--- src/shared/wwd_defines.vh ---
/*
  constants of the window watchdog: register offsets, field positions,
  reset values, key and timing counts.
  assumes it is included by bare name from the design files.
*/
`ifndef WWD_DEFINES_VH
`define WWD_DEFINES_VH

// ********************************************************************
// register map (byte addresses)
// ********************************************************************
`define WWD_OFS_RELOAD      4'h0
`define WWD_OFS_CONTROL     4'h4
`define WWD_OFS_STATUS      4'h8
`define WWD_OFS_COUNT       4'hC

// ********************************************************************
// control fields
// ********************************************************************
`define WWD_CR_DBG_BIT      31
`define WWD_CR_CMP_HI       21
`define WWD_CR_CMP_LO       16
`define WWD_CR_PSC_HI       11
`define WWD_CR_PSC_LO       8
`define WWD_CR_IE_BIT       1
`define WWD_CR_EN_BIT       0
`define WWD_CR_RESET        32'h003F_0800
`define WWD_CR_MASK         32'h803F_0F03

// ********************************************************************
// status fields, key, counter top
// ********************************************************************
`define WWD_SR_IF_BIT       0
`define WWD_SR_RF_BIT       1
`define WWD_RELOAD_KEY      32'h0000_5AA5
`define WWD_COUNT_TOP       6'h3F
`define WWD_COUNT_ZERO      6'h00
`define WWD_SYNC_STAGES     3
`define WWD_RST_PULSE       4'h4

`endif

--- src/rtl/wwd_prescaler.v ---
/*
  prescaler of the window watchdog: turns watchdog clock enables into
  one tick per selected divisor.
  assumes wdt_tick is a one-cycle pulse per watchdog clock period.
*/
`include "wwd_defines.vh"

module wwd_prescaler #(
    parameter WIDTH = 11
) (
    // clock and reset
    input  wire       clk,
    input  wire       sys_rst,
    // control
    input  wire       run,
    input  wire       restart,
    input  wire [3:0] select,
    input  wire       wdt_tick,
    // tick out
    output reg        tick_q
);

    reg  [WIDTH-1:0] cnt_q;
    reg  [WIDTH-1:0] limit;

    // divisor minus one per code
    always @*
    begin
        case (select)
            4'h0: limit = 11'd0;
            4'h1: limit = 11'd1;
            4'h2: limit = 11'd3;
            4'h3: limit = 11'd7;
            4'h4: limit = 11'd15;
            4'h5: limit = 11'd31;
            4'h6: limit = 11'd63;
            4'h7: limit = 11'd127;
            4'h8: limit = 11'd191;
            4'h9: limit = 11'd255;
            4'hA: limit = 11'd383;
            4'hB: limit = 11'd511;
            4'hC: limit = 11'd767;
            4'hD: limit = 11'd1023;
            4'hE: limit = 11'd1535;
            default: limit = 11'd2047;
        endcase
    end

    // restart wins so a reload gives a full period before next step
    always @(posedge clk)
    begin
        if (sys_rst || restart)
        begin
            cnt_q  <= {WIDTH{1'b0}};
            tick_q <= 1'b0;
        end
        else if (run && wdt_tick)
        begin
            tick_q <= (cnt_q == limit);
            cnt_q  <= (cnt_q == limit) ? {WIDTH{1'b0}} : cnt_q + 1'b1;
        end
        else
        begin
            tick_q <= 1'b0;
        end
    end

endmodule // wwd_prescaler

--- src/rtl/wwd_reload_sync.v ---
/*
  reload delay line of the window watchdog: a reload request takes a
  fixed number of watchdog clock periods before it reaches the counter.
  assumes wdt_tick is a one-cycle pulse per watchdog clock period.
*/
`include "wwd_defines.vh"

module wwd_reload_sync #(
    parameter STAGES = `WWD_SYNC_STAGES
) (
    // clock and reset
    input  wire clk,
    input  wire sys_rst,
    // request in
    input  wire request,
    input  wire wdt_tick,
    // delayed reload out
    output reg  fire_q,
    output wire busy
);

    reg [STAGES-1:0] pipe_q;
    reg              pend_q;

    assign busy = pend_q | (|pipe_q);

    // request waits for the next watchdog period, then walks the stages
    always @(posedge clk)
    begin
        if (sys_rst)
        begin
            pend_q <= 1'b0;
            pipe_q <= {STAGES{1'b0}};
            fire_q <= 1'b0;
        end
        else
        begin
            fire_q <= 1'b0;
            if (request)
                pend_q <= 1'b1;
            if (wdt_tick)
            begin
                pipe_q <= {pipe_q[STAGES-2:0], pend_q};
                fire_q <= pipe_q[STAGES-1];
                if (!request)
                    pend_q <= 1'b0;
            end
        end
    end

endmodule // wwd_reload_sync

--- src/rtl/wwd_top.v ---
/*
  window watchdog top: avalon-mm register slave, write-once control,
  6-bit down counter, window check, match flag and chip reset request.
  assumes wdt_clk_tick is a one-cycle enable per watchdog clock period
  synchronous to clk, and that cpu_halted is synchronous to clk.
*/
`include "wwd_defines.vh"

// How it works
// RQ1: writing key 5AA5 to reload register returns counter to 3F.
// RQ2: reload key above window compare requests chip reset at once.
// RQ3: only first control write after reset is taken, rest ignored.
// RQ4: control bit 31 low freezes counting while processor halted.
// RQ5: control bits 21:16 hold window compare for reload and match.
// RQ6: control bits 11:8 pick divisor 1 to 2048 per code table.
// RQ7: longest time-out equals divisor times 64 watchdog clock periods; the code requests reset after divisor times 63.
// RQ8: bit 1 high drives match interrupt while match flag set.
// RQ9: control bit 0 starts counting; low holds counter still.
// RQ10: control register resets to 003F_0800.
// RQ11: enabled counter steps down from 3F once per prescaled tick.
// RQ12: match flag sets when count equals compare; write one clears.
// RQ13: counter reaching zero without reload requests chip reset.
// RQ14: reload needs three watchdog clocks before counter returns to top; the code fires the reload on the fourth watchdog tick after the request.
// RQ15: accepted reload also restarts the prescaler.
module wwd_top (
    // clock and reset
    input  wire        clk,
    input  wire        sys_rst,
    // avalon-mm slave
    input  wire [3:0]  avs_address,
    input  wire        avs_read,
    input  wire        avs_write,
    input  wire [31:0] avs_writedata,
    input  wire [3:0]  avs_byteenable,
    output reg  [31:0] avs_readdata,
    output reg         avs_waitrequest,
    // watchdog clock enable and debug halt
    input  wire        wdt_clk_tick,
    input  wire        cpu_halted,
    // outputs to system
    output reg         match_irq_q,
    output reg         chip_reset_req_q
);

    // ****************************************************************
    // state
    // ****************************************************************
    reg  [31:0] ctrl_q;
    reg         ctrl_locked_q;
    reg  [5:0]  count_value_q;
    reg         match_flag_q;
    reg         reset_flag_q;
    reg  [3:0]  rst_cnt_q;
    reg         ack_q;
    reg         reload_req_q;
    reg         tick_cnt_q;

    wire        debug_halt_ignore = ctrl_q[`WWD_CR_DBG_BIT];
    wire [5:0]  window_compare    = ctrl_q[`WWD_CR_CMP_HI:`WWD_CR_CMP_LO];
    wire [3:0]  prescale_select   = ctrl_q[`WWD_CR_PSC_HI:`WWD_CR_PSC_LO];
    wire        match_irq_enable  = ctrl_q[`WWD_CR_IE_BIT];
    wire        counter_enable    = ctrl_q[`WWD_CR_EN_BIT];

    // ****************************************************************
    // bus decode
    // ****************************************************************
    // one wait cycle per access: the answer comes at the second edge
    wire        access   = (avs_read | avs_write) & ~ack_q;
    wire        wr_take  = avs_write & ack_q;
    wire        full_wr  = (avs_byteenable == 4'hF);
    wire        key_wr   = wr_take && (avs_address == `WWD_OFS_RELOAD) && full_wr
                           && (avs_writedata == `WWD_RELOAD_KEY);
    wire        ctrl_wr  = wr_take && (avs_address == `WWD_OFS_CONTROL);
    wire        stat_wr  = wr_take && (avs_address == `WWD_OFS_STATUS);
    wire        in_window = (count_value_q <= window_compare);

    // ****************************************************************
    // counting helpers
    // ****************************************************************
    wire        run = counter_enable
                      && (debug_halt_ignore || !cpu_halted);   // RQ4 RQ9
    wire        presc_tick;
    wire        reload_fire;
    wire        reload_busy;
    wire        reload_ok = key_wr && in_window && counter_enable;

    wwd_prescaler #(
        .WIDTH    (11)
    ) u_presc (
        .clk      (clk),
        .sys_rst  (sys_rst),
        .run      (run),
        .restart  (reload_fire),                             // RQ15
        .select   (prescale_select),                         // RQ6
        .wdt_tick (wdt_clk_tick),
        .tick_q   (presc_tick)
    );

    wwd_reload_sync #(
        .STAGES   (`WWD_SYNC_STAGES)
    ) u_sync (
        .clk      (clk),
        .sys_rst  (sys_rst),
        .request  (reload_req_q),
        .wdt_tick (wdt_clk_tick),
        .fire_q   (reload_fire),                             // RQ14
        .busy     (reload_busy)
    );

    // ****************************************************************
    // bus handshake
    // ****************************************************************
    always @(posedge clk)
    begin
        if (sys_rst)
        begin
            ack_q           <= 1'b0;
            avs_waitrequest <= 1'b1;
            avs_readdata    <= 32'h0000_0000;
        end
        else
        begin
            ack_q           <= access;
            avs_waitrequest <= ~access;
            if (access && avs_read)
            begin
                case (avs_address)
                    `WWD_OFS_CONTROL: avs_readdata <= ctrl_q;
                    `WWD_OFS_STATUS:  avs_readdata <= {30'h0000_0000,
                                                      reset_flag_q, match_flag_q};
                    `WWD_OFS_COUNT:   avs_readdata <= {26'h000_0000, count_value_q};
                    default:          avs_readdata <= 32'h0000_0000;
                endcase
            end
        end
    end

    // ****************************************************************
    // control register, written once
    // ****************************************************************
    always @(posedge clk)
    begin
        if (sys_rst)
        begin
            ctrl_q        <= `WWD_CR_RESET;                  // RQ10
            ctrl_locked_q <= 1'b0;
        end
        else if (ctrl_wr && !ctrl_locked_q)                  // RQ3
        begin
            ctrl_q        <= avs_writedata & `WWD_CR_MASK;
            ctrl_locked_q <= 1'b1;
        end
    end

    // ****************************************************************
    // reload request into delay line
    // ****************************************************************
    always @(posedge clk)
    begin
        if (sys_rst)
            reload_req_q <= 1'b0;
        else
            reload_req_q <= reload_ok;                       // RQ1 RQ2
    end

    // ****************************************************************
    // down counter
    // ****************************************************************
    // a reload in flight does not stop counting: a window too late
    // for the delay still lets the counter hit zero
    always @(posedge clk)
    begin
        if (sys_rst)
            count_value_q <= `WWD_COUNT_TOP;
        else if (reload_fire)
            count_value_q <= `WWD_COUNT_TOP;                 // RQ1 RQ14
        else if (presc_tick && count_value_q != `WWD_COUNT_ZERO)
            count_value_q <= count_value_q - 6'd1;           // RQ11 RQ7
    end

    // tick_cnt_q marks a step taken, so the match only fires on arrival
    always @(posedge clk)
    begin
        if (sys_rst)
            tick_cnt_q <= 1'b0;
        else
            tick_cnt_q <= presc_tick && count_value_q != `WWD_COUNT_ZERO;
    end

    // ****************************************************************
    // match flag and interrupt
    // ****************************************************************
    // set wins over a software clear in the same cycle
    always @(posedge clk)
    begin
        if (sys_rst)
            match_flag_q <= 1'b0;
        else if (tick_cnt_q && count_value_q == window_compare)
            match_flag_q <= 1'b1;                            // RQ12 RQ5
        else if (stat_wr && avs_writedata[`WWD_SR_IF_BIT])
            match_flag_q <= 1'b0;                            // RQ12
    end

    always @(posedge clk)
    begin
        if (sys_rst)
            match_irq_q <= 1'b0;
        else
            match_irq_q <= match_flag_q && match_irq_enable; // RQ8
    end

    // ****************************************************************
    // chip reset request
    // ****************************************************************
    // the request is a short pulse; the system reset that follows
    // clears this block, so the flag only survives a partial reset
    wire bad_key  = key_wr && counter_enable && !in_window;  // RQ2
    wire time_out = counter_enable && count_value_q == `WWD_COUNT_ZERO
                    && !reload_busy;                         // RQ13

    always @(posedge clk)
    begin
        if (sys_rst)
        begin
            rst_cnt_q        <= 4'h0;
            chip_reset_req_q <= 1'b0;
            reset_flag_q     <= 1'b0;
        end
        else
        begin
            if (bad_key || time_out)
            begin
                rst_cnt_q        <= `WWD_RST_PULSE;
                chip_reset_req_q <= 1'b1;
                reset_flag_q     <= 1'b1;
            end
            else
            begin
                if (rst_cnt_q != 4'h0)
                    rst_cnt_q <= rst_cnt_q - 4'h1;
                chip_reset_req_q <= (rst_cnt_q > 4'h1);
                if (stat_wr && avs_writedata[`WWD_SR_RF_BIT])
                    reset_flag_q <= 1'b0;
            end
        end
    end

endmodule // wwd_top

--- config.mk ---
export PLATFORM = sky130hd
export DESIGN_NAME = wwd_top
export DESIGN_NICKNAME = d
export VERILOG_FILES = /design/src/rtl/wwd_prescaler.v /design/src/rtl/wwd_reload_sync.v /design/src/rtl/wwd_top.v
export VERILOG_INCLUDE_DIRS = /design/src /design/src/shared
export SDC_FILE = /design/constraint.sdc
export NUM_CORES = 1
export LEC_CHECK = 0
export BUFFER_PORTS_ARGS = -buffer_cell sky130_fd_sc_hd__buf_2
export CORE_ASPECT_RATIO = 0.8
export CORE_MARGIN = 8
export CORE_UTILIZATION = 36
export DETAILED_ROUTE_END_ITERATION = 6
export SLEW_MARGIN = 25
export SYNTH_ARGS = -nofsm -noshare
export SYNTH_HDL_FRONTEND = slang
export SYNTH_SLANG_ARGS = --single-unit
--- constraint.sdc ---
create_clock -name clk -period 4.25 [get_ports clk]
set_input_delay 0.425 -clock clk [delete_from_list [all_inputs] [get_ports clk]]
set_output_delay 0.425 -clock clk [all_outputs]
set_load 0.02 [all_outputs]
# Word level (Yosys, flattened, before mapping)
# Memories as Yosys holds them, arrays and structs flattened. A register that Yosys moved wholly into a read port is not among the register bits.
# Cells that the tools add are included.
# op_classes
addsub	3
bitwise	8
eq_ne	7
mux	14
reduce_logical	39
order_cmp	2
# ops
operator	n
32-bit one-hot mux with 3 select lines	1
32-bit by 15-bit == test with 1-bit output (second input constant)	1
1-bit logical AND	20
4-bit == test (second input constant)	3
11-bit by 1-bit adder with 11-bit output (second input constant)	1
11-bit == test	1
11-bit two-way mux	1
1-bit two-way mux	8
4-bit two-way mux	2
2-bit OR reduction	4
6-bit == test	1
6-bit <= comparator	1
6-bit logical NOT	1
3-bit two-way mux	2
2-bit nonzero test	3
6-bit nonzero test	1
6-bit by 1-bit subtractor with 6-bit output (second input constant)	1
4-bit by 3-bit == test with 1-bit output (second input constant)	1
4-bit by 1-bit greater-than comparator with 1-bit output (second input constant)	1
1-bit logical NOT	4
4-bit logical NOT	1
1-bit NOT	4
4-bit nonzero test	1
4-bit by 1-bit subtractor with 4-bit output (second input constant)	1
4 further kinds	8
# totals
romBits	176
output_inout_bits	35
n_memories	1
wordCells	93
reg_bits	81
# memory_table
memory	words	width	rd	rd_clocked_by_memory_dff	write_ports	line	rtl
(no name shown)	16	11	1	1	0	wwd_prescaler.v:29	case (select)

# Logic depth before layout (Yosys ltp)
# Gate-level depths: netlist (run 1).
# depth
word_depth	8
ltp_mapped	7
ltp_nobuf	7

# Modules after synthesis
# Synthesis (run 1) repeated with hierarchy kept, for this count alone.
# hier_totals
hier_cells	386
hier_area_um2	3415.8
# by_module_without_submodules
mod	area_per_inst_um2	cells_each	n_inst
wwd_top	2263.4	251	1
wwd_prescaler	975.9	117	1
wwd_reload_sync	176.4	18	1

# Least setup slack after synthesis (run 1)
# OpenSTA, ideal clock, no wires.
# synth_path
path_kind	input to register
from	in avs_address[1]
to	reg, netlist name u_presc.limit[2]
n_path_buf	1
arrival_time_ns	1.697
required_time_ns	4.128
cell_stages	6
slack_ns	2.431
path_cell_list	nor4b_4 -> nand4b_2 -> buf_2 -> or3_4 -> a21oi_4 -> o21ai_1
# synth_via
elab_chain_cells	5
# synth_lines
element	line	rtl
start: declaration	wwd_top.v:30	input wire [3:0] avs_address,
4-bit by 3-bit == test with 1-bit output	-	
1-bit logical AND	wwd_top.v:73	wire ctrl_wr = wr_take && (avs_address == `WWD_OFS_CONTROL);
1-bit logical AND	wwd_top.v:148	else if (ctrl_wr && !ctrl_locked_q)
4-bit two-way mux (no source line) (2 in series)	-	
# No other way between the ends.
# A chain may end at the register's enable or synchronous reset.

# Final worst setup path (run 1)
# layout_path
from	in avs_address[1]
to	reg, netlist name u_presc.limit[7]
# layout_via
elab_chain_cells	5
# layout_lines
element	line
4-bit by 3-bit == test with 1-bit output	-
1-bit logical AND	wwd_top.v:73
1-bit logical AND	wwd_top.v:148
4-bit two-way mux (no source line) (2 in series)	-
# No other way between the ends.

==> results of run 1 <==
-- power by group through the flow --
stage          clock network (mW)  logic, mW  registers (mW)
6_report                    0.850      0.189           0.763
3_3_place_gp                    0      0.186           0.779
4_1_cts                     0.866      0.191           0.764
3_5_place_dp                    0      0.190           0.780
2_1_floorplan                   0      0.133           0.786
5_1_grt                     0.897      0.211           0.767
-- critical path, delay by kind of cell --
family / cells / cell delay (ns)
simple gates: 4 / 2.09
compound gates: 1 / 0.15
buf+inv: 1 / 0.12
-- metrics by stage --
stage          worst slack, ns  power (mW)
2_1_floorplan             2.43       0.919
3_3_place_gp              1.45       0.964
3_5_place_dp              1.40       0.969
4_1_cts                   1.74        1.82
5_1_grt                   1.53        1.87
6_report                  1.71        1.80
-- final cells by class --
cell class	instances	area [um^2]	area share (%)
clock inverter	5	100	2.37
tap	119	149	3.52
sequential	77	1540	36.5
timing repair buffer	67	340	8.06
inverter	19	71.3	1.69
clock buffer	10	229	5.42
multi-input combinational	298	1790	42.4
-- sequential cells by signal, summed over array words and instances, names as in the netlist --
name / cells
u_presc.tick_q: 1
match_irq_q: 1
u_presc.limit: 11
avs_waitrequest: 1
match_flag_q: 1
chip_reset_req_q: 1
reset_flag_q: 1
ack_q: 1
avs_readdata: 17
tick_cnt_q: 1
ctrl_q: 13
count_value_q: 6
ctrl_locked_q: 1
reload_req_q: 1
u_sync.fire_q: 1
rst_cnt_q: 4
u_sync.pend_q: 1
u_presc.cnt_q: 11
u_sync.pipe_q: 3
-- per-layer routing --
| metal | track usage (%) | vias to the layer above | routed length (um) | share of wire (%) |
|---|---|---|---|---|
| li1 | - | 1507 | - | - |
| met1 | 17.2 | 1366 | 4180 | 48 |
| met2 | 19.9 | 89 | 3770 | 43 |
| met3 | 4.72 | 9 | 658 | 7.5 |
| met4 | 4.49 | 0 | 146 | 1.7 |
| met5 | 0 | - | 0 | 0 |
-- kinds of logic (layout without fill, tap and decap cells) --
logic type	count (synthesis)	in the layout
AOI/OAI and AO/OA	62	62
xor gates and xnor gates	25	25
adders and majority gates	11	11
buffers and inverters	52	101
DFF	77	77
muxes	9	9
other	1	15
and+or+nand+nor	176	176
-- worst min path at each step --
stage | slack, ns | to | depth (start not counted) | from
6_report | 0.32 | ctrl_q[19] | 2 | avs_writedata[19]
2_1_floorplan | 0.40 | u_presc.tick_q | 1 | u_sync.fire_q
3_5_place_dp | 0.41 | u_presc.tick_q | 1 | u_sync.fire_q
3_3_place_gp | 0.41 | u_presc.tick_q | 1 | u_sync.fire_q
5_1_grt | 0.33 | ctrl_q[21] | 2 | avs_writedata[21]
4_1_cts | 0.32 | ctrl_q[19] | 2 | avs_writedata[19]
-- Yosys cell counts (6+ instances only) --
cell type / instances / area share (%)
a211o_1: 6 / 1.5
a21oi_1: 34 / 4.8
buf_4: 17 / 3.6
clkbuf_1: 9 / 0.95
dfxtp_1: 77 / 43
ha_1: 11 / 3.9
inv_1: 19 / 2.0
mux2i_1: 8 / 2.3
nand2_1: 47 / 5.0
nand3_1: 23 / 3.2
nand4_1: 10 / 1.8
nor2_1: 45 / 4.8
nor3_1: 8 / 1.1
o21ai_0: 6 / 0.85
or3_1: 7 / 1.2
xnor2_1: 18 / 4.4
xor2_1: 7 / 1.7
==> results_dict.tcl, run 1 <==
set metrics [dict create \
    fmax_mhz 393 \
    portBuffers 65 \
    power_density_mw_per_mm2 427 \
    reg2reg_to "u_presc.limit[7]" \
    dpl_cell_area_mm2 0.00389 \
    tns_ns 0 \
    antenna_found_initial 0 \
    ioPinCount 81 \
    clock_path_buffers 2 \
    synth_compound_area_share_pct 10.9 \
    post_cts_resized 0 \
    leakagePower_nw 1.73 \
    r2r_cells 4 \
    p_int_mw 1.39 \
    dr.first_iter.drc_count 160 \
    layout_min_cycle_time_ns 2.54 \
    synth_top_family_by_area "simple AND/OR/NAND/NOR gates" \
    synth_top_flop_cell "dfxtp_1" \
    switching_share_pct 22.8 \
    first_pass_iters 4 \
    status "finished, final reports clean" \
    num_rows 32 \
    start_util_pct 36.9 \
    fin_area_mm2 0.00422 \
    worstPathArrival_ns 2.80 \
    r2r_start "ack_q" \
    stdcell_count 595 \
    cp_slowest_cell "and4b_1" \
    placed_cells 580 \
    vdd.ir_drop.worst_mv 0.217 \
    nFillCells 953 \
    p_seq_share_pct 42.4 \
    grt_overflow 0 \
    tightest_slew_ns 0.864 \
    drt-total-wl_mm 8.76 \
    rsz0062_at_grt "no" \
    ys_warn_count 0 \
    design.core.area_mm2 0.00961 \
    p_sw_mw 0.411 \
    synth_xor_area_share_pct 6.17 \
    grtUsageTotal_pct 13.3 \
    synth.distinct_cells 49 \
    synth.ff_latch_count 77 \
    pwr-share-comb_pct 10.5 \
    syn_area_mm2 0.00355 \
    die_area_mm2 0.0133 \
    fin_hold_ws_ns 0.325 \
    yosys.area_share.adder_pct 3.88 \
    dp_hpwl_mm 6.58 \
    r2r_setup_slack_ns 2.29 \
    grt_max_degree 56 \
    cts_root_buf "clkbuf_16" \
    synthMuxAreaShare_pct 2.57 \
    clkPwrFrac_pct 47.2 \
    gp_congestion 0.774 \
    grt_pass1_wl_mm 14.3 \
    grt_pass1_vias 2930 \
    yosys.area_share.simple_pct 25.5 \
    finalCritPeriodShare_pct 59.9 \
    area_delta_synth_final_pct 19.1 \
    critPathMaxFanout 24 \
    post_cts_buffers 0 \
    maxCapViolations 0 \
    slew_headroom_pct 42.3 \
    drive_above_1_share_pct 18.3 \
    hold_buffers 0 \
    skew_ns 0.00583 \
    cts.clk_slew.worst_paths_ns 0.06 \
    synthCells 413 \
    drv_slew 0 \
    ant_nets 0 \
    crit_start "avs_address[1]" \
    post-route-drc-count 0 \
    hold_violations 0 \
    die-height_um 105 \
    clk-insertion-delay-late_ns 0.32 \
    critical_path_class "input pin to register" \
    final_common_cell "dfxtp_1" \
    cpPeakStageDelay_ns 0.88 \
    numCtsBuffers 9 \
    vias 2971 \
    fin_nets 529 \
    htreeDepth 3 \
    async_reset_ff_share_pct 0 \
    cts.sinks 77 \
    cp.required_ns 4.51 \
    via_per_inst 4.99 \
    setup_viol 0 \
    avgSynthCellArea_um2 8.59 \
    hold_path_class "input pin to register" \
    path_cells "buf_2, nor4b_4, and4b_1, nor3_1, or3_1, a21oi_1" \
    diodes 0 \
    synth.yosys.seq_area_share_pct 43.5 \
    routedWlPerCell_um 14.7 \
    final_util_pct 44.0 \
    chipWidth_um 127 \
    synth_edf_count 0 \
    cp-endpoint "u_presc.limit[7]" \
    worst_setup_path_end_kind "register" \
    start_kind "input pin" \
    cts_tree "done" \
    most-common-layout-cells "dfxtp_1 (77), buf_2 (65), nand2_1 (47)" \
]
Power figures use the tool's default switching activity.
==> run 2, diff against run 1 <==
--- a/config.mk
+++ b/config.mk
@@ -6,6 +6,7 @@
 export SDC_FILE = /design/constraint.sdc
 export NUM_CORES = 1
 export LEC_CHECK = 0
+export ABC_AREA = 1
 export BUFFER_PORTS_ARGS = -buffer_cell sky130_fd_sc_hd__buf_2
 export CORE_ASPECT_RATIO = 0.8
 export CORE_MARGIN = 8
==> constraint.sdc (replaced) <==
create_clock -name clk -period 2.5 [get_ports clk]
set_input_delay 0.25 -clock clk [delete_from_list [all_inputs] [get_ports clk]]
set_output_delay 0.25 -clock clk [all_outputs]
set_load 0.02 [all_outputs]
==> results_dict.tcl, run 2 <==
set metrics [dict create \
    status "finished, final reports clean" \
    antenna_found_initial 0 \
    switching_share_pct 23.3 \
    synth.distinct_cells 38 \
    synth.ff_latch_count 77 \
    netlist_top_cells_area "dfxtp_1 (42%), nand2_1 (11%), inv_1 (6.4%), nor2_1 (6.0%), nand3_1 (5.0%)" \
    grt_use_met2_pct 22.1 \
    cts_tree "done" \
    r2r_setup_slack_ns 0.78 \
    dp_hpwl_mm 7.10 \
    cts.clk_slew.worst_paths_ns 0.06 \
    dpl_cell_area_mm2 0.00410 \
    drt-total-wl_mm 9.03 \
    crit_start "count_value_q[3]" \
    vdd.ir_drop.worst_mv 0.318 \
    p_int_mw 2.48 \
    hold_violations 0 \
    r2r_cells 10 \
    p_seq_share_pct 39.9 \
    die_area_mm2 0.0138 \
    nFillCells 1030 \
    first_pass_iters 4 \
    synth_top_area_share_pct 41.8 \
    synthCells 502 \
    worstPathArrival_ns 1.95 \
    grt_overflow 0 \
    clk-insertion-delay-late_ns 0.33 \
    cp-endpoint "rst_cnt_q[0]" \
    via_per_inst 4.57 \
    synth_edf_count 0 \
    maxCapViolations 0 \
    gr-usage-met1_pct 17.4 \
    vias 3271 \
    power_density_mw_per_mm2 725 \
    setup_slack_ns 0.777 \
    largest_register_ff_count 17 \
    start_util_pct 36.4 \
    tns_ns 0 \
    hold_path_class "input pin to register" \
    critPathMaxFanout 7 \
    dr.first_iter.drc_count 210 \
    post_cts_buffers 0 \
    top_register "avs_readdata" \
    pwr-share-comb_pct 11.4 \
    grt_pass1_vias 3197 \
    critical_path_class "register to register" \
    r2r_start "count_value_q[3]" \
    chipWidth_um 129 \
    routedWlPerCell_um 12.6 \
    layout_min_cycle_time_ns 1.72 \
    num_rows 33 \
    clkPwrFrac_pct 48.7 \
    die-height_um 107 \
    avgSynthCellArea_um2 7.34 \
    numCtsBuffers 9 \
    finalCritPeriodShare_pct 68.9 \
    most-common-layout-cells "nand2_1 (111), dfxtp_1 (77), buf_2 (65)" \
    fmax_mhz 581 \
    clock_path_buffers 2 \
    met3_usage_pct 4.20 \
    synth.most_common_cell "nand2_1" \
    leakagePower_nw 2.16 \
    grt_busiest_layer "met2" \
    portBuffers 65 \
    ioPinCount 81 \
    grtUsageTotal_pct 13.9 \
    grt_max_degree 26 \
    fin_hold_ws_ns 0.167 \
    gp_congestion 0.870 \
    syn_area_mm2 0.00369 \
    start_kind "register" \
    worst_setup_path_end_kind "register" \
    ant_nets 0 \
    htreeDepth 3 \
    synth.yosys.seq_area_share_pct 41.8 \
    rsz0062_at_grt "no" \
    cts.sinks 77 \
    fin_area_mm2 0.00447 \
    async_reset_ff_share_pct 0 \
    diodes 0 \
    area_delta_synth_final_pct 21.2 \
    drv_slew 0 \
    post_cts_resized 0 \
    hold_buffers 0 \
    post-route-drc-count 0 \
    ys_warn_count 0 \
    final_common_cell "nand2_1" \
    synthTopCellsByCount "nand2_1 (111), dfxtp_1 (77), inv_1 (63)" \
    cts_root_buf "clkbuf_16" \
    reg2reg_to "rst_cnt_q[0]" \
    p_sw_mw 0.756 \
    cp.required_ns 2.73 \
    setup_viol 0 \
    yosys.area.top_type "dfxtp_1" \
    drive_above_1_share_pct 17.9 \
    design.core.area_mm2 0.0101 \
    fin_nets 627 \
    place_ws_ns 0.796 \
    grt_pass1_wl_mm 15.0 \
    hold_depth 2 \
    reg.largest.list "avs_readdata x17, ctrl_q x13" \
    skew_ns 0.00549 \
    p_total_mw 3.24 \
    synth_top_flop_cell "dfxtp_1" \
]
run 2: metrics by stage:
step / instances / util, %
6_report: 715 / 44.2
5_1_grt: 715 / 44.2
4_1_cts: 715 / 44.2
3_5_place_dp: 699 / 40.6
3_3_place_gp: 699 / 40.6
2_1_floorplan: 516 / -
run 2: layer usage:
layer | routed length, um | part of all wire (%)
met1 | 4170 | 46
met2 | 4060 | 45
met3 | 641 | 7.1
met4 | 152 | 1.7
met5 | 0 | 0
run 2: power groups by stage:
| stage | combinational [mW] | clock (mW) | sequential, mW |
|---|---|---|---|
| detailed placement | 0.369 | 0 | 1.32 |
| finish | 0.369 | 1.58 | 1.29 |
| CTS | 0.371 | 1.61 | 1.29 |
| floorplan | 0.268 | 0 | 1.33 |
| global placement | 0.359 | 0 | 1.32 |
| global route | 0.420 | 1.67 | 1.30 |
run 2: kinds of logic after synthesis:
family          count (synthesis)  share of synthesized area (%)
buf+inv                        94                           11.6
compound gates                 53                           8.04
flops                          77                           41.8
mux                             2                          0.543
fa+ha+maj                      11                           3.73
other cells                     1                          0.102
xor+xnor                       20                           4.75
simple gates                  244                           29.4
run 2: final cells by class:
cell class / count / area [um^2] / share of cell area (%)
multi-input cells: 345 / 1770 / 39.6
repair buffers: 68 / 348 / 7.79
flip-flops and latches: 77 / 1540 / 34.5
inverters: 69 / 269 / 6.02
clock inverters: 6 / 135 / 3.03
well taps: 140 / 175 / 3.92
clock buffers: 10 / 229 / 5.13
run 2: worst min path at each step:
stage,startpoint,end,slack (ns)
floorplan,wdt_clk_tick,u_sync.pipe_q[2],0.34
global placement,u_sync.fire_q,u_presc.tick_q,0.40
detailed placement,u_sync.fire_q,u_presc.tick_q,0.41
CTS,wdt_clk_tick,u_sync.pipe_q[2],0.15
global route,wdt_clk_tick,u_sync.pipe_q[2],0.17
finish,wdt_clk_tick,u_sync.pipe_q[2],0.17
run 2: worst max-delay path: stages (launching register included):
cell     delay [ns]
dfxtp_1        0.38
ha_1           0.33
nand2_1        0.07
nor2_1         0.09
nand2_1        0.06
inv_1          0.06
nor2_1         0.04
nor2_1         0.19
nand3_1        0.18
nand3_1        0.16
nor2_1         0.05
==> run 3, diff against run 2 <==
==> constraint.sdc (replaced) <==
create_clock -name clk -period 1.7 [get_ports clk]
set_input_delay 0.17 -clock clk [delete_from_list [all_inputs] [get_ports clk]]
set_output_delay 0.17 -clock clk [all_outputs]
set_load 0.02 [all_outputs]
==> results_dict.tcl, run 3 (synthesis gave the netlist of run 2 again) <==
set metrics [dict create \
    status "finished, final reports clean" \
    r2r_cells 11 \
    cp.required_ns 1.93 \
    r2r_setup_slack_ns 0.13 \
    setup_viol 0 \
    critPathMaxFanout 4 \
    setup_slack_ns 0.131 \
    vdd.ir_drop.worst_mv 0.596 \
    min_from "avs_writedata[20]" \
    numCtsBuffers 9 \
    skew_ns 0.00807 \
    area_delta_synth_final_pct 21.8 \
    htreeDepth 3 \
    drv_slew 0 \
    worstPathArrival_ns 1.79 \
    place_ws_ns 0.00769 \
    grt_max_degree 16 \
    clock_path_buffers 2 \
    p_seq_share_pct 43.4 \
    stdcell_count 722 \
    most-common-layout-cells "nand2_1 (111), dfxtp_1 (77), buf_2 (65)" \
    clk-insertion-delay-late_ns 0.33 \
    finalCritPeriodShare_pct 92.3 \
    ioPinCount 81 \
    start_util_pct 36.4 \
    p_sw_mw 1.12 \
    final_common_cell "nand2_1" \
    hold_depth 3 \
    p_int_mw 3.26 \
    hold_violations 0 \
    drive_above_1_share_pct 19.9 \
    diodes 0 \
    grt_pass1_vias 3185 \
    grt_overflow 0 \
    hold_buffers 0 \
    grt_pass1_wl_mm 14.6 \
    cts.sinks 77 \
    clkPwrFrac_pct 44.1 \
    reg.largest.list "avs_readdata x17, ctrl_q x13" \
    design.core.area_mm2 0.0101 \
    rsz0062_at_grt "yes" \
    cts_tree "done" \
    start_kind "register" \
    nFillCells 1040 \
    fin_nets 634 \
    top_register "avs_readdata" \
    die_area_mm2 0.0138 \
    num_rows 33 \
    multi_input_area_mm2 0.00179 \
    placed_cells 706 \
    routedWlPerCell_um 12.1 \
    drt-total-wl_mm 8.77 \
    dr.first_iter.drc_count 151 \
    worst_setup_path_end_kind "register" \
    critical_path_class "register to register" \
    hold_path_class "input pin to register" \
    pwr-share-comb_pct 12.5 \
    chipWidth_um 129 \
    ant_nets 0 \
    grtUsageTotal_pct 13.3 \
    cts_root_buf "clkbuf_16" \
    whs_endpoint "ctrl_q[20]" \
    gp_congestion 0.888 \
    regArea_mm2 0.00154 \
    vias 3274 \
    first_pass_iters 4 \
    power_density_mw_per_mm2 975 \
    post-route-drc-count 0 \
    dp_hpwl_mm 7.00 \
    switching_share_pct 25.6 \
    fmax_mhz 637 \
    layout_min_cycle_time_ns 1.57 \
    r2r_start "ctrl_q[21]" \
    portBuffers 65 \
    antenna_found_initial 0 \
    via_per_inst 4.53 \
    post_cts_buffers 0 \
    maxCapViolations 0 \
    leakagePower_nw 2.17 \
    reg2reg_to "rst_cnt_q[0]" \
    cts.clk_slew.worst_paths_ns 0.06 \
    die-height_um 107 \
    largest_register_ff_count 17 \
]
## run 3: cell count changes in the layout (fill, tap and decap cells not counted), sizes merged
cell,previous run,this run
buf,68,75
bufinv,4,1
clkinv,1,2
clkinvlp,2,3
inv,68,69
## run 3: what timing repair did
action	CTS	global route
hold endpoints to repair	0	0
endpoints found under the setup margin	1	9
resized for setup	1	6
## run 3: per-stage QoR
stage	utilization, %	power (mW)	TNS, ns	instance area, um^2	hold WS [ns]
2_1_floorplan	-	2.35	0	3740	0.264
3_3_place_gp	41.1	2.47	0	4160	0.408
3_5_place_dp	41.1	2.48	0	4160	0.412
4_1_cts	44.2	4.43	0	4470	0.0685
5_1_grt	44.4	4.60	-0.00673	4490	0.0698
6_report	44.4	4.38	0	4490	0.0841
## run 3: power by group through the flow
stage,registers [mW],logic [mW],clock network [mW]
floorplan,1.96,0.394,0
global placement,1.94,0.532,0
detailed placement,1.94,0.545,0
CTS,1.90,0.548,1.98
global route,1.91,0.623,2.07
finish,1.90,0.546,1.93
## run 3: layout make-up
cell class              count  share of cell area [%]
multi-input cells         345                    40.0
flip-flops and latches     77                    34.3
repair buffers             75                    8.92
inverters                  69                    5.99
clock buffers              10                    5.32
well taps                 140                    3.90
clock inverters             6                    1.56
## run 3: routing by layer
layer	vias up	routed length, um	track usage [%]
met1	1491	4160	17.0
met4	0	152	4.94
met2	61	4030	21.0
met3	11	433	3.55
met5	-	0	0
li1	1711	-	-
## run 3: how the worst max path moves through the flow
stage,from,cells after the start,slack [ns],endpoint
2_1_floorplan,ctrl_q[21],11,0.29,rst_cnt_q[0]
3_3_place_gp,ctrl_q[21],11,0.02,rst_cnt_q[0]
3_5_place_dp,ctrl_q[21],11,0.008,rst_cnt_q[0]
4_1_cts,count_value_q[0],8,0.07,rst_cnt_q[0]
5_1_grt,ctrl_q[21],11,-0.007,rst_cnt_q[0]
6_report,ctrl_q[21],11,0.13,rst_cnt_q[0]
## run 3: critical path, cell delays in order, from the launching register on
cell	delay (ns)
dfxtp_1	0.33
inv_1	0.06
ha_1	0.29
nand2_1	0.10
nor2_1	0.11
nand2_1	0.06
inv_1	0.04
nor2_1	0.04
nor2_2	0.15
nand3_2	0.13
nand3_2	0.11
nor2_1	0.04
